==> config.mk <==
export PLATFORM = sky130hd
export DESIGN_NAME = ccs_snoop
export DESIGN_NICKNAME = d
export VERILOG_FILES = /design/src/pkg/ccs_pkg.sv /design/src/hw/ccs_tag_mem.sv /design/src/hw/ccs_snoop.sv
export SDC_FILE = /design/constraint.sdc
export NUM_CORES = 2
export LEC_CHECK = 0
export BUFFER_PORTS_ARGS = -buffer_cell sky130_fd_sc_hd__buf_4
export CELL_PAD_IN_SITES_DETAIL_PLACEMENT = 0
export CELL_PAD_IN_SITES_GLOBAL_PLACEMENT = 1
export CORE_UTILIZATION = 40
export DETAILED_ROUTE_END_ITERATION = 8
export PLACE_DENSITY_LB_ADDON = 0.1
export SYNTH_ARGS = -nofsm -noshare
export SYNTH_HDL_FRONTEND = slang
export SYNTH_SLANG_ARGS = --single-unit
==> constraint.sdc <==
create_clock -name i_ref_clk -period 14.57 [get_ports i_ref_clk]
set_clock_uncertainty 0.15 [all_clocks]
set_input_delay 1.457 -clock i_ref_clk [delete_from_list [all_inputs] [get_ports i_ref_clk]]
set_output_delay 1.457 -clock i_ref_clk [all_outputs]
set_load 0.005 [all_outputs]
==> src/pkg/ccs_pkg.sv <==
package ccs_pkg;
  // Bus and cache geometry.
  localparam int ADDR_W = 32;
  localparam int DATA_W = 32;
  localparam int OFF_W = 4;
  localparam int SET_W = 6;
  localparam int TAG_W = ADDR_W - OFF_W - SET_W;
  localparam int PAGE_LSB = 12;
  localparam int PAGE_TAG_LSB = PAGE_LSB - OFF_W - SET_W;
  localparam int ENT_W = TAG_W + 2;
  localparam int V_BIT = TAG_W + 1;
  localparam int D_BIT = TAG_W;
  localparam logic [SET_W-1:0] LAST_SET = 6'h3f;

  // Control register select and layout.
  localparam logic CTL_SEL_CACHE = 1'h0;
  localparam logic CTL_SEL_WINDOW = 1'h1;
  localparam int CACR_DCE_BIT = 31;
  localparam int CACR_ICE_BIT = 15;
  localparam logic [DATA_W-1:0] CACR_MASK = 32'h8000_8000;
  localparam logic [DATA_W-1:0] CACR_RESET = 32'h0000_0000;
  localparam logic [DATA_W-1:0] DTT_RESET = 32'h0000_0000;

  // Transparent window fields.
  localparam int DTT_BASE_LSB = 24;
  localparam int DTT_MASK_LSB = 16;
  localparam int DTT_EN_BIT = 15;
  localparam int DTT_S_HI = 14;
  localparam int DTT_S_LO = 13;
  localparam int DTT_CM_HI = 6;
  localparam int DTT_CM_LO = 5;
  localparam logic [1:0] CM_INHIBIT_SERIAL = 2'h2;
  localparam logic [1:0] CM_INHIBIT_PLAIN = 2'h3;

  // Snoop control codes.
  localparam logic [1:0] SC_NONE = 2'h0;
  localparam logic [1:0] SC_SUPPLY = 2'h1;
  localparam logic [1:0] SC_INVAL = 2'h2;

  // Bus masters other than this processor.
  localparam logic [1:0] MST_CPU = 2'h0;
  localparam logic [1:0] MST_VME = 2'h1;
  localparam logic [1:0] MST_DMA = 2'h2;

  // Transfer type codes.
  localparam logic [1:0] TT_NORMAL = 2'h0;
  localparam logic [1:0] TT_LINE_MOVE = 2'h1;
  localparam logic [1:0] TT_ALTERNATE = 2'h2;
  localparam logic [1:0] TT_IACK = 2'h3;
  localparam logic [2:0] FC_ALT0 = 3'h0;
  localparam logic [2:0] FC_ALT3 = 3'h3;
  localparam logic [2:0] FC_ALT4 = 3'h4;
  localparam logic [2:0] FC_ALT7 = 3'h7;

  // Cache maintenance operations.
  localparam logic OP_INVALIDATE = 1'h0;
  localparam logic OP_PUSH = 1'h1;
  localparam logic [1:0] SCOPE_LINE = 2'h0;
  localparam logic [1:0] SCOPE_PAGE = 2'h1;
  localparam logic [1:0] SCOPE_ALL = 2'h2;

  typedef enum {SN_IDLE, SN_LOOK} ccs_snoop_state_type;
  typedef enum {WK_IDLE, WK_READ, WK_CHECK, WK_PUSH, WK_CLEAR} ccs_walk_state_type;
endpackage : ccs_pkg

==> src/hw/ccs_tag_mem.sv <==
`timescale 1ns/1ps
module ccs_tag_mem
  import ccs_pkg::*;
(
  input wire logic i_ref_clk,
  input wire logic i_we,
  input wire logic [SET_W-1:0] i_waddr,
  input wire logic [ENT_W-1:0] i_wdata,
  input wire logic [SET_W-1:0] i_raddr,
  output logic [ENT_W-1:0] o_rdata
);
  logic [ENT_W-1:0] mem [0:(1<<SET_W)-1];

  always_ff @(posedge i_ref_clk) begin
    if (i_we) begin
      mem[i_waddr] <= i_wdata;
    end
  end

  always_ff @(posedge i_ref_clk) begin
    o_rdata <= mem[i_raddr];
  end
endmodule : ccs_tag_mem

==> src/hw/ccs_snoop.sv <==
`timescale 1ns/1ps
module ccs_snoop
  import ccs_pkg::*;
(
  input wire logic i_ref_clk,
  input wire logic i_sys_rst,
  input wire logic i_ctl_wr,
  input wire logic i_ctl_sel,
  input wire logic [DATA_W-1:0] i_ctl_wdata,
  output logic [DATA_W-1:0] o_ctl_rdata,
  input wire logic i_snoop_enable,
  input wire logic i_vme_slave_snoop_enable,
  input wire logic i_module_dma_snoop_enable,
  input wire logic i_module_snoop_request_n,
  input wire logic i_bus_req,
  input wire logic [ADDR_W-1:0] i_bus_addr,
  input wire logic i_bus_write,
  input wire logic [1:0] i_bus_master,
  input wire logic i_bus_block,
  input wire logic [1:0] i_snoop_control_code,
  output logic o_mem_hold,
  output logic o_snoop_done,
  output logic o_mem_inhibit,
  output logic o_supply_data,
  input wire logic i_cpu_req,
  input wire logic i_cpu_icache,
  input wire logic i_cpu_dirty,
  input wire logic i_cpu_super,
  input wire logic [ADDR_W-1:0] i_cpu_addr,
  output logic o_cpu_grant,
  output logic o_window_noncache,
  output logic o_window_serial,
  input wire logic i_op_req,
  input wire logic i_op_kind,
  input wire logic [1:0] i_op_scope,
  input wire logic [ADDR_W-1:0] i_op_addr,
  output logic o_op_busy,
  output logic o_push_req,
  output logic [ADDR_W-1:0] o_push_addr,
  input wire logic i_push_ack,
  input wire logic i_xfer_line_move,
  input wire logic i_xfer_iack,
  input wire logic [2:0] i_xfer_fc,
  output logic o_transfer_type_hi,
  output logic o_transfer_type_lo,
  output logic o_dcache_en,
  output logic o_icache_en
);
  function automatic logic [1:0] snoop_code(input logic [1:0] master, input logic wr,
      input logic blk, input logic [1:0] cpu_sc, input logic vme_en, input logic dma_on,
      input logic glb_en);
    logic [1:0] rw_code;
    rw_code = wr ? SC_INVAL : SC_SUPPLY;
    snoop_code = SC_NONE;
    if (!glb_en || blk) begin
      snoop_code = SC_NONE;
    end else if (master == MST_CPU) begin
      snoop_code = cpu_sc;
    end else if (master == MST_VME) begin
      snoop_code = vme_en ? rw_code : SC_NONE;
    end else if (master == MST_DMA) begin
      snoop_code = dma_on ? rw_code : SC_NONE;
    end
  endfunction : snoop_code
  function automatic logic tag_match(input logic [ENT_W-1:0] ent, input logic [TAG_W-1:0] tag,
      input logic [1:0] scope);
    tag_match = 1'h1;
    if (scope == SCOPE_LINE) begin
      tag_match = ent[V_BIT] && (ent[TAG_W-1:0] == tag);
    end else if (scope == SCOPE_PAGE) begin
      tag_match = ent[V_BIT] && (ent[TAG_W-1:PAGE_TAG_LSB] == tag[TAG_W-1:PAGE_TAG_LSB]);
    end
  endfunction : tag_match
  logic [DATA_W-1:0] cache_enable_control, data_transparent_window_0;
  ccs_snoop_state_type sn_state;
  ccs_walk_state_type wk_state;
  logic [ADDR_W-1:0] sn_addr;
  logic [ENT_W-1:0] d_rdata, i_rdata, wr_data;
  logic [SET_W-1:0] rd_addr, wr_addr, wk_idx;
  logic [TAG_W-1:0] wk_tag;
  logic [1:0] sn_code, wk_scope, win_cm;
  logic [7:0] win_mask;
  logic req_n_meta, req_n_sync, sn_write, d_we, i_we, sn_start, sn_look, cpu_go;
  logic wk_kind, wk_imatch, d_hit, i_hit, wd_match, wi_match, wk_last, win_hit;
  // Module request is a pin from another domain.
  always_ff @(posedge i_ref_clk) begin
    if (i_sys_rst) begin
      req_n_meta <= 1'h1;
      req_n_sync <= 1'h1;
    end else begin
      req_n_meta <= i_module_snoop_request_n;
      req_n_sync <= req_n_meta;
    end
  end
  assign sn_code = snoop_code(i_bus_master, i_bus_write, i_bus_block, i_snoop_control_code,
      i_vme_slave_snoop_enable, i_module_dma_snoop_enable || !req_n_sync, i_snoop_enable);
  assign sn_start = (sn_state == SN_IDLE) && i_bus_req &&
      ((sn_code == SC_INVAL) || (sn_code == SC_SUPPLY));
  assign sn_look = (sn_state == SN_LOOK);
  assign d_hit = d_rdata[V_BIT] && (d_rdata[TAG_W-1:0] == sn_addr[ADDR_W-1:OFF_W+SET_W]);
  assign i_hit = i_rdata[V_BIT] && (i_rdata[TAG_W-1:0] == sn_addr[ADDR_W-1:OFF_W+SET_W]);
  assign cpu_go = i_cpu_req && (sn_state == SN_IDLE) && !i_bus_req && (wk_state == WK_IDLE);
  assign wd_match = tag_match(d_rdata, wk_tag, wk_scope);
  assign wi_match = tag_match(i_rdata, wk_tag, wk_scope);
  assign wk_last = (wk_scope == SCOPE_LINE) || (wk_idx == LAST_SET);
  // Snoop read has the tag arrays first.
  assign rd_addr = (sn_state == SN_IDLE && i_bus_req) ?
      i_bus_addr[OFF_W+SET_W-1:OFF_W] : wk_idx;
  // Write port arbitration: snoop, then maintenance, then execution units.
  always_comb begin
    d_we = 1'h0;
    i_we = 1'h0;
    wr_addr = wk_idx;
    wr_data = '0;
    if (sn_look) begin
      wr_addr = sn_addr[OFF_W+SET_W-1:OFF_W];
      d_we = sn_write && d_hit;
      i_we = sn_write && i_hit;
    end else if (wk_state == WK_CHECK) begin
      d_we = wd_match && !(wk_kind == OP_PUSH && d_rdata[D_BIT]);
      i_we = wi_match;
    end else if (wk_state == WK_CLEAR) begin
      d_we = 1'h1;
      i_we = wk_imatch;
    end else if (cpu_go) begin
      wr_addr = i_cpu_addr[OFF_W+SET_W-1:OFF_W];
      wr_data = {1'h1, i_cpu_dirty, i_cpu_addr[ADDR_W-1:OFF_W+SET_W]};
      d_we = !i_cpu_icache && cache_enable_control[CACR_DCE_BIT];
      i_we = i_cpu_icache && cache_enable_control[CACR_ICE_BIT];
    end
  end
  ccs_tag_mem u_dtag (
    .i_ref_clk(i_ref_clk),
    .i_we(d_we),
    .i_waddr(wr_addr),
    .i_wdata(wr_data),
    .i_raddr(rd_addr),
    .o_rdata(d_rdata)
  );
  ccs_tag_mem u_itag (
    .i_ref_clk(i_ref_clk),
    .i_we(i_we),
    .i_waddr(wr_addr),
    .i_wdata(wr_data),
    .i_raddr(rd_addr),
    .o_rdata(i_rdata)
  );
  // Control registers.
  always_ff @(posedge i_ref_clk) begin
    if (i_sys_rst) begin
      cache_enable_control <= CACR_RESET;
      data_transparent_window_0 <= DTT_RESET;
    end else if (i_ctl_wr && i_ctl_sel == CTL_SEL_CACHE) begin
      cache_enable_control <= i_ctl_wdata & CACR_MASK;
    end else if (i_ctl_wr && i_ctl_sel == CTL_SEL_WINDOW) begin
      data_transparent_window_0 <= i_ctl_wdata;
    end
  end
  always_ff @(posedge i_ref_clk) begin
    if (i_sys_rst) begin
      o_ctl_rdata <= '0;
      o_dcache_en <= 1'h0;
      o_icache_en <= 1'h0;
    end else begin
      o_ctl_rdata <= (i_ctl_sel == CTL_SEL_WINDOW) ? data_transparent_window_0 :
          cache_enable_control;
      o_dcache_en <= cache_enable_control[CACR_DCE_BIT];
      o_icache_en <= cache_enable_control[CACR_ICE_BIT];
    end
  end
  // Transparent window match on the processor address.
  assign win_mask = data_transparent_window_0[DTT_MASK_LSB+7:DTT_MASK_LSB];
  assign win_cm = data_transparent_window_0[DTT_CM_HI:DTT_CM_LO];
  assign win_hit = data_transparent_window_0[DTT_EN_BIT] &&
      ((i_cpu_addr[ADDR_W-1:DTT_BASE_LSB] | win_mask) ==
      (data_transparent_window_0[ADDR_W-1:DTT_BASE_LSB] | win_mask)) &&
      (data_transparent_window_0[DTT_S_HI] ||
      (data_transparent_window_0[DTT_S_LO] == i_cpu_super));
  always_ff @(posedge i_ref_clk) begin
    if (i_sys_rst) begin
      o_window_noncache <= 1'h0;
      o_window_serial <= 1'h0;
    end else begin
      o_window_noncache <= win_hit && (win_cm == CM_INHIBIT_SERIAL || win_cm == CM_INHIBIT_PLAIN);
      o_window_serial <= win_hit && (win_cm == CM_INHIBIT_SERIAL);
    end
  end
  // Transfer type encoding.
  always_ff @(posedge i_ref_clk) begin
    if (i_sys_rst) begin
      {o_transfer_type_hi, o_transfer_type_lo} <= TT_NORMAL;
    end else if (i_xfer_iack) begin
      {o_transfer_type_hi, o_transfer_type_lo} <= TT_IACK;
    end else if (i_xfer_line_move) begin
      {o_transfer_type_hi, o_transfer_type_lo} <= TT_LINE_MOVE;
    end else if (i_xfer_fc == FC_ALT0 || i_xfer_fc == FC_ALT3 || i_xfer_fc == FC_ALT4 ||
        i_xfer_fc == FC_ALT7) begin
      {o_transfer_type_hi, o_transfer_type_lo} <= TT_ALTERNATE;
    end else begin
      {o_transfer_type_hi, o_transfer_type_lo} <= TT_NORMAL;
    end
  end

  // Snoop sequencer.
  always_ff @(posedge i_ref_clk) begin
    if (i_sys_rst) begin
      sn_state <= SN_IDLE;
      sn_addr <= '0;
      sn_write <= 1'h0;
      o_mem_hold <= 1'h0;
      o_snoop_done <= 1'h0;
      o_mem_inhibit <= 1'h0;
      o_supply_data <= 1'h0;
    end else begin
      o_snoop_done <= 1'h0;
      o_mem_inhibit <= 1'h0;
      o_supply_data <= 1'h0;
      case (sn_state)
        SN_IDLE: begin
          if (sn_start) begin
            sn_addr <= i_bus_addr;
            sn_write <= i_bus_write;
            o_mem_hold <= 1'h1;
            sn_state <= SN_LOOK;
          end else if (i_bus_req) begin
            o_snoop_done <= 1'h1;
          end
        end
        SN_LOOK: begin
          o_mem_hold <= 1'h0;
          o_snoop_done <= 1'h1;
          o_mem_inhibit <= !sn_write && d_hit && d_rdata[D_BIT];
          o_supply_data <= !sn_write && d_hit && d_rdata[D_BIT];
          sn_state <= SN_IDLE;
        end
        default: begin
          sn_state <= SN_IDLE;
        end
      endcase
    end
  end

  always_ff @(posedge i_ref_clk) begin
    if (i_sys_rst) begin
      o_cpu_grant <= 1'h0;
    end else begin
      o_cpu_grant <= cpu_go;
    end
  end

  // Invalidate and push walker.
  always_ff @(posedge i_ref_clk) begin
    if (i_sys_rst) begin
      wk_state <= WK_IDLE;
      wk_kind <= OP_INVALIDATE;
      wk_scope <= SCOPE_LINE;
      wk_tag <= '0;
      wk_idx <= '0;
      wk_imatch <= 1'h0;
      o_op_busy <= 1'h0;
      o_push_req <= 1'h0;
      o_push_addr <= '0;
    end else begin
      case (wk_state)
        WK_IDLE: begin
          if (i_op_req) begin
            wk_kind <= i_op_kind;
            wk_scope <= i_op_scope;
            wk_tag <= i_op_addr[ADDR_W-1:OFF_W+SET_W];
            wk_idx <= (i_op_scope == SCOPE_LINE) ? i_op_addr[OFF_W+SET_W-1:OFF_W] : '0;
            o_op_busy <= 1'h1;
            wk_state <= WK_READ;
          end
        end
        WK_READ: begin
          if (!(sn_state == SN_IDLE && i_bus_req)) begin
            wk_state <= WK_CHECK;
          end
        end
        WK_CHECK: begin
          if (sn_look) begin
            wk_state <= WK_READ;
          end else if (wk_kind == OP_PUSH && wd_match && d_rdata[D_BIT]) begin
            o_push_req <= 1'h1;
            o_push_addr <= {d_rdata[TAG_W-1:0], wk_idx, {OFF_W{1'b0}}};
            wk_imatch <= wi_match;
            wk_state <= WK_PUSH;
          end else if (wk_last) begin
            o_op_busy <= 1'h0;
            wk_state <= WK_IDLE;
          end else begin
            wk_idx <= wk_idx + 1'b1;
            wk_state <= WK_READ;
          end
        end
        WK_PUSH: begin
          if (i_push_ack) begin
            o_push_req <= 1'h0;
            wk_state <= WK_CLEAR;
          end
        end
        WK_CLEAR: begin
          if (!sn_look && wk_last) begin
            o_op_busy <= 1'h0;
            wk_state <= WK_IDLE;
          end else if (!sn_look) begin
            wk_idx <= wk_idx + 1'b1;
            wk_state <= WK_READ;
          end
        end
        default: begin
          wk_state <= WK_IDLE;
        end
      endcase
    end
  end
endmodule : ccs_snoop

After elaboration in Yosys (flattened, before gate mapping)
Memory sizes are Yosys's and may differ from the RTL's. A register that Yosys moved wholly into a read port is not among the register bits.
Cells that the tools add are included.
{"block": "totals", "n_memories": 1, "ramBits": 1536, "wordCells": 194, "reg_bits": 205, "input_bits": 157}
{"memory": "u_dtag.mem", "words": 64, "width": 24, "read_ports": 1, "rd_ports_with_merged_regs": 1, "write_ports": 1, "line_no": "ccs_tag_mem.sv:12", "text": "logic [ENT_W-1:0] mem [0:(1<<SET_W)-1];"}
{"block": "classes", "mux": 62, "n_eq_ne": 35, "bitwise_logic": 6, "add_sub_neg": 1, "reduce_logical": 62}
{"op": "$mux 32", "n": 6}
{"op": "$pmux 32 s5", "n": 1}
{"op": "$logic_not 32->1", "n": 4}
{"op": "$mux 24", "n": 4}
{"op": "$mux 6", "n": 12}
{"op": "$eq 32x2->1 const B", "n": 2}
{"op": "$eq 32x3->1 const B", "n": 2}
{"op": "$eq 22x22->1", "n": 2}
{"op": "$eq 32x1->1 const B", "n": 1}
{"op": "$eq 32x4->1 const B", "n": 1}
{"op": "$mux 1", "n": 25}
{"op": "$ne 2x2->1 const B", "n": 12}
{"op": "$logic_and 1x1->1", "n": 23}
{"op": "$eq 20x20->1", "n": 1}
{"op": "$mux 2", "n": 9}
{"op": "$pmux 6 s3", "n": 1}
{"op": "$or 8x8->8", "n": 2}
{"op": "$logic_or 1x1->1", "n": 9}
{"op": "$eq 2x2->1 const B", "n": 4}
{"op": "$eq 8x8->1", "n": 1}
{"op": "$reduce_and 2->1", "n": 4}
{"op": "$reduce_and 4->1", "n": 2}
{"op": "$logic_not 1->1", "n": 7}
{"op": "$reduce_and 7->1", "n": 1}
{"op": "other kinds (17)", "n": 30}

Depth between registers and ports, before layout
{"block": "depth", "word_depth": 12, "depth_mapped": 13, "depth_no_buf": 7}

Hierarchy
From an unflattened synthesis, not the netlist that was laid out.
{"block": "hier_totals", "cells_unflattened": 3480, "area_unflattened_um2": 66506.3}
{"mod": "ccs_tag_mem", "area_each_um2": 59321.9, "cells_per_inst": 2674, "instances": 1, "seq_area_each_um2": 46604.7}
{"mod": "ccs_snoop", "area_each_um2": 7184.4, "cells_per_inst": 806, "instances": 1, "seq_area_each_um2": 3443.3}

Least setup slack after synthesis
OpenSTA, ideal clock, no wires.
{"block": "synth_timing", "kind": "input-to-reg", "start": "input i_bus_req", "end": "memory u_dtag.mem[0][0] (netlist name), enable pin", "slack_ps": 8074, "arrival_time_ps": 5911, "t_required_ps": 13985, "stages": 9, "setup_ps": 435, "path_cell_list": "buf_4 nor2_1 and2_1 clkbuf_1 a31oi_1 nor4b_1 a22oi_1 clkbuf_1 nor3_1"}
{"block": "synth_via", "elab_chain_len": 9, "elab_cells_between_ends": 13, "cone_classes": "10 x mux; 3 x reduce/logical"}
{"item": "from (decl)", "line_no": "ccs_snoop.sv:15", "text": "input wire logic i_bus_req,"}
{"item": "$logic_not 1->1 (*)", "line_no": "ccs_snoop.sv:102", "text": "assign cpu_go = i_cpu_req && (sn_state == SN_IDLE) && !i_bus_req && (wk_state == WK_IDLE);"}
{"item": "$logic_and 1x1->1 (*) (2 in series)", "line_no": "ccs_snoop.sv:102"}
{"item": "$mux 1", "line_no": "ccs_snoop.sv:125", "text": "end else if (cpu_go) begin"}
{"item": "$mux 1", "line_no": "ccs_snoop.sv:122", "text": "end else if (wk_state == WK_CLEAR) begin"}
{"item": "$mux 1", "line_no": "ccs_snoop.sv:119", "text": "end else if (wk_state == WK_CHECK) begin"}
{"item": "$mux 1", "line_no": "ccs_snoop.sv:115", "text": "if (sn_look) begin"}
{"item": "$mux 1", "line_no": "ccs_tag_mem.sv:15", "text": "if (i_we) begin"}
{"item": "$mux 1 (not written as such)", "line_no": "ccs_tag_mem.sv:16", "text": "mem[i_waddr] <= i_wdata;"}
{"item": "to (decl)", "line_no": "ccs_tag_mem.sv:12"}
Mark *: on every way between the ends. The rest lies on a longest branch, timed or not.

Worst setup path in the final report
{"block": "layout_timing", "start": "input i_bus_addr[4]", "end": "register u_dtag.o_rdata[12], read port of u_dtag.mem"}
{"block": "layout_via", "elab_chain_len": 1}
{"item": "from (decl)", "line_no": "ccs_snoop.sv:16", "text": "input wire logic [ADDR_W-1:0] i_bus_addr,"}
{"item": "$mux 6", "line_no": "ccs_snoop.sv:107", "text": "assign rd_addr = (sn_state == SN_IDLE && i_bus_req) ?"}
{"item": "to (decl)", "line_no": "ccs_tag_mem.sv:10", "text": "output logic [ENT_W-1:0] o_rdata"}
Every way passes these cells.
A chain may end at the register's enable or synchronous reset.

==> flow_summary.ini <==
[timing]
fin_crit_sh_pct = 42.8
slew_headroom_pct = 8.15
period_needed_ps = 6230
whs_ps = 290
fin_setup_tns_ps = 0
setup_violations = 0
drv_slew = 0
hold_viol = 0
tightest_slew_ps = 1370
fmax_mhz = 160
rsz0062_at_grt = false

[clocking]
clk_pin_slew_ps = 60
cts_tree = done
clk_path_buf_depth = 3
cts_root_buffer = clkbuf_16
cts.sinks = 1732
ctsHoldBuffers = 0
htree_levels = 4
cts_buffers = 188
cts_resized = 0
post_cts_buffers = 0
clk_latency_ps = 840

[min_path]
hold_path.class = register to register
min_path_cells = 1

[placement]
dpl.cell_count = 6976
io_buffers = 216
place_hpwl_mm = 121
gp_congestion = 0.788

[final_layout]
layout_common_cells = edfxtp_1 (1536), buf_4 (375), a211oi_1 (341)
final_core_util_pct = 46.5
final_common_cell = edfxtp_1
synthToLayoutAreaGrowth_pct = 15.5
drive_gt1_share_pct = 20.5
layout.nets = 4984
final_cell_count_no_fill = 7342

[die]
die-area_mm2 = 0.179
row_count = 154
initial_core_util_pct = 40.3
die_h_um = 423
core_mm2 = 0.176
chipWidth_um = 423
ios = 234

[synth]
synth_top_area_share_pct = 65.1
synth_compound_area_share_pct = 7.48
synth-seq-cells = 1732
yosysUniqueCellTypes = 63
yosys.area_share.adder_pct = 0.0318
synth_top_family_by_area = multiplexers
synth.area.top_cells = edfxtp_1 (65%), dfxtp_1 (5.5%), mux4_2 (5.4%)
synth_simple_gate_area_share_pct = 6.55
synthMuxAreaShare_pct = 11.5
synthesis.yosys.warnings = 0
synth-seq-area-share_pct = 70.7
synth_area_leader_cell = edfxtp_1
netlist_area_mm2 = 0.0708
syn_inst = 4603
async_reset_ff_share_pct = 0
synth_ff_type = edfxtp_1
synth_xor_area_share_pct = 0.693
synth_edf_count = 1536
syn_area_per_cell_um2 = 15.4

[grt]
grt_pass1_wl_mm = 310
grt_usage_pct = 24.3
antenna_found_initial = 24
grt_pass1_vias = 41400
grt_max_degree = 134
grt_overflow_total = 0

[worst_setup_path]
cp_slowest_cell = nor4_1
crit_family = simple AND/OR/NAND/NOR gates
cp.depth = 9
crit_buf_inv = 3
cp_data_required_time_ps = 15170
critPathKind = input pin to register
crit_path_max_fanout = 69
r2r_cells = 9
worstPathArrival_ps = 6830
worstPathCellList = clkbuf_8, and3b_4, a21o_4, buf_4, buf_4, a211oi_1, nor4_1, or4_1, or4_1
cpPeakStageDelay_ps = 960
setup.worst_path.start_class = input pin
end_kind = register

[status]
outcome = finished clean

[flow_run]
maxCapViolCount = 0

[power]
power.density_mw_per_mm2 = 133
ir_worst_vdd_v = 0.000126
leakage_nw = 27.7

[detailed_routing]
drt_iter0_drc = 4011
antenna_left = 0
vias = 42200
drt_pre_antenna_iters = 7
drc = 0
vias_per_cell = 5.74
routed_wl_mm = 219
avgRoutedWirePerCell_um = 29.9
==> cell usage after synthesis, types with 25 or more instances <==
library cell  instances
nand2_1             263
edfxtp_1           1536
nand3_1              83
mux2_2               96
nor4_1               82
nor2b_1              30
mux4_2              169
o32ai_1              49
nor3_1               77
o31ai_1              59
a211oi_1            341
and3_1               25
a21oi_1             167
buf_2                79
nand4_1              59
or4_1                53
and2_1               42
mux2i_1             324
dfxtp_1             196
o22ai_1              54
clkbuf_1            249
nor2_1              199
xnor2_1              37
inv_1               178
==> per-stage QoR <==
| stage | worst slack, ps | cell area [um^2] | power [W] |
|---|---|---|---|
| 4_1_cts | 8440 | 81700 | 0.0110 |
| 3_5_place_dp | 7570 | 75800 | 0.00639 |
| 6_report | 8340 | 81800 | 0.0109 |
| 3_3_place_gp | 7550 | 75800 | 0.00638 |
| 2_1_floorplan | 8070 | 70800 | 0.00602 |
| 5_1_grt | 8090 | 81800 | 0.0112 |
==> worst register-to-register path: stages (launching register included) <==
cell and delay [ps]:
dfxtp_2 320, buf_4 520, nand2b_4 490, a21o_4 730, buf_4 840, buf_4 890, a211oi_1 220, nor4_1 960
or4_1 510, or4_1 180
==> kinds of logic (layout without fill, tap and decap cells) <==
family / after synthesis / in the layout
DFF: 1732 / 1732
and+or+nand+nor: 939 / 939
AOI/OAI and AO/OA: 753 / 753
muxes: 589 / 589
buffers and inverters: 531 / 904
xor gates and xnor gates: 56 / 56
adders and majority gates: 2 / 2
other: 1 / 27
==> final timing paths <==
check	startpoint	to	slack, ps
max reg2reg	sn_state[0]	u_dtag.o_rdata[12]	8690
min	data_transparent_window_0[5]	o_window_serial	290
max	i_bus_addr[4]	u_dtag.o_rdata[12]	8340
min reg2reg	data_transparent_window_0[5]	o_window_serial	290
==> power breakdown <==
part,internal [W],total (W),switching [W]
clock,0.00263,0.00462,0.00199
combinational,0.000261,0.000791,0.000530
sequential,0.00543,0.00549,0.0000597
==> registers in the layout, indices dropped and copies added (netlist names), 3 cells and up <==
name and count:
wk_tag 22, data_transparent_window_0 32, wk_state 3, u_dtag.o_rdata 24
u_dtag.mem 1536, o_ctl_rdata 32, sn_addr 28, o_push_addr 28
wk_idx 6
==> per-layer routing <==
layer  global-route usage (%)  share of wire, %  vias to the layer above
li1                         -                 -                    18500
met1                     34.4                44                    22000
met2                     38.5                47                     1335
met3                     3.80               6.1                      271
met4                     7.45               2.5                        0
met5                        0                 0                        -
==> final cells by class <==
cell class / count / area, um^2
Clock inverter: 101 / 867
Timing Repair Buffer: 383 / 2970
Tap cell: 2340 / 2930
Antenna cell: 23 / 57.6
Fill cell: 15300 / 94100
Multi-Input combinational cell: 2343 / 19200
Clock buffer: 242 / 5100
Inverter: 178 / 668
Sequential cell: 1732 / 50100
No activity file was read; power rests on OpenSTA's default activity.
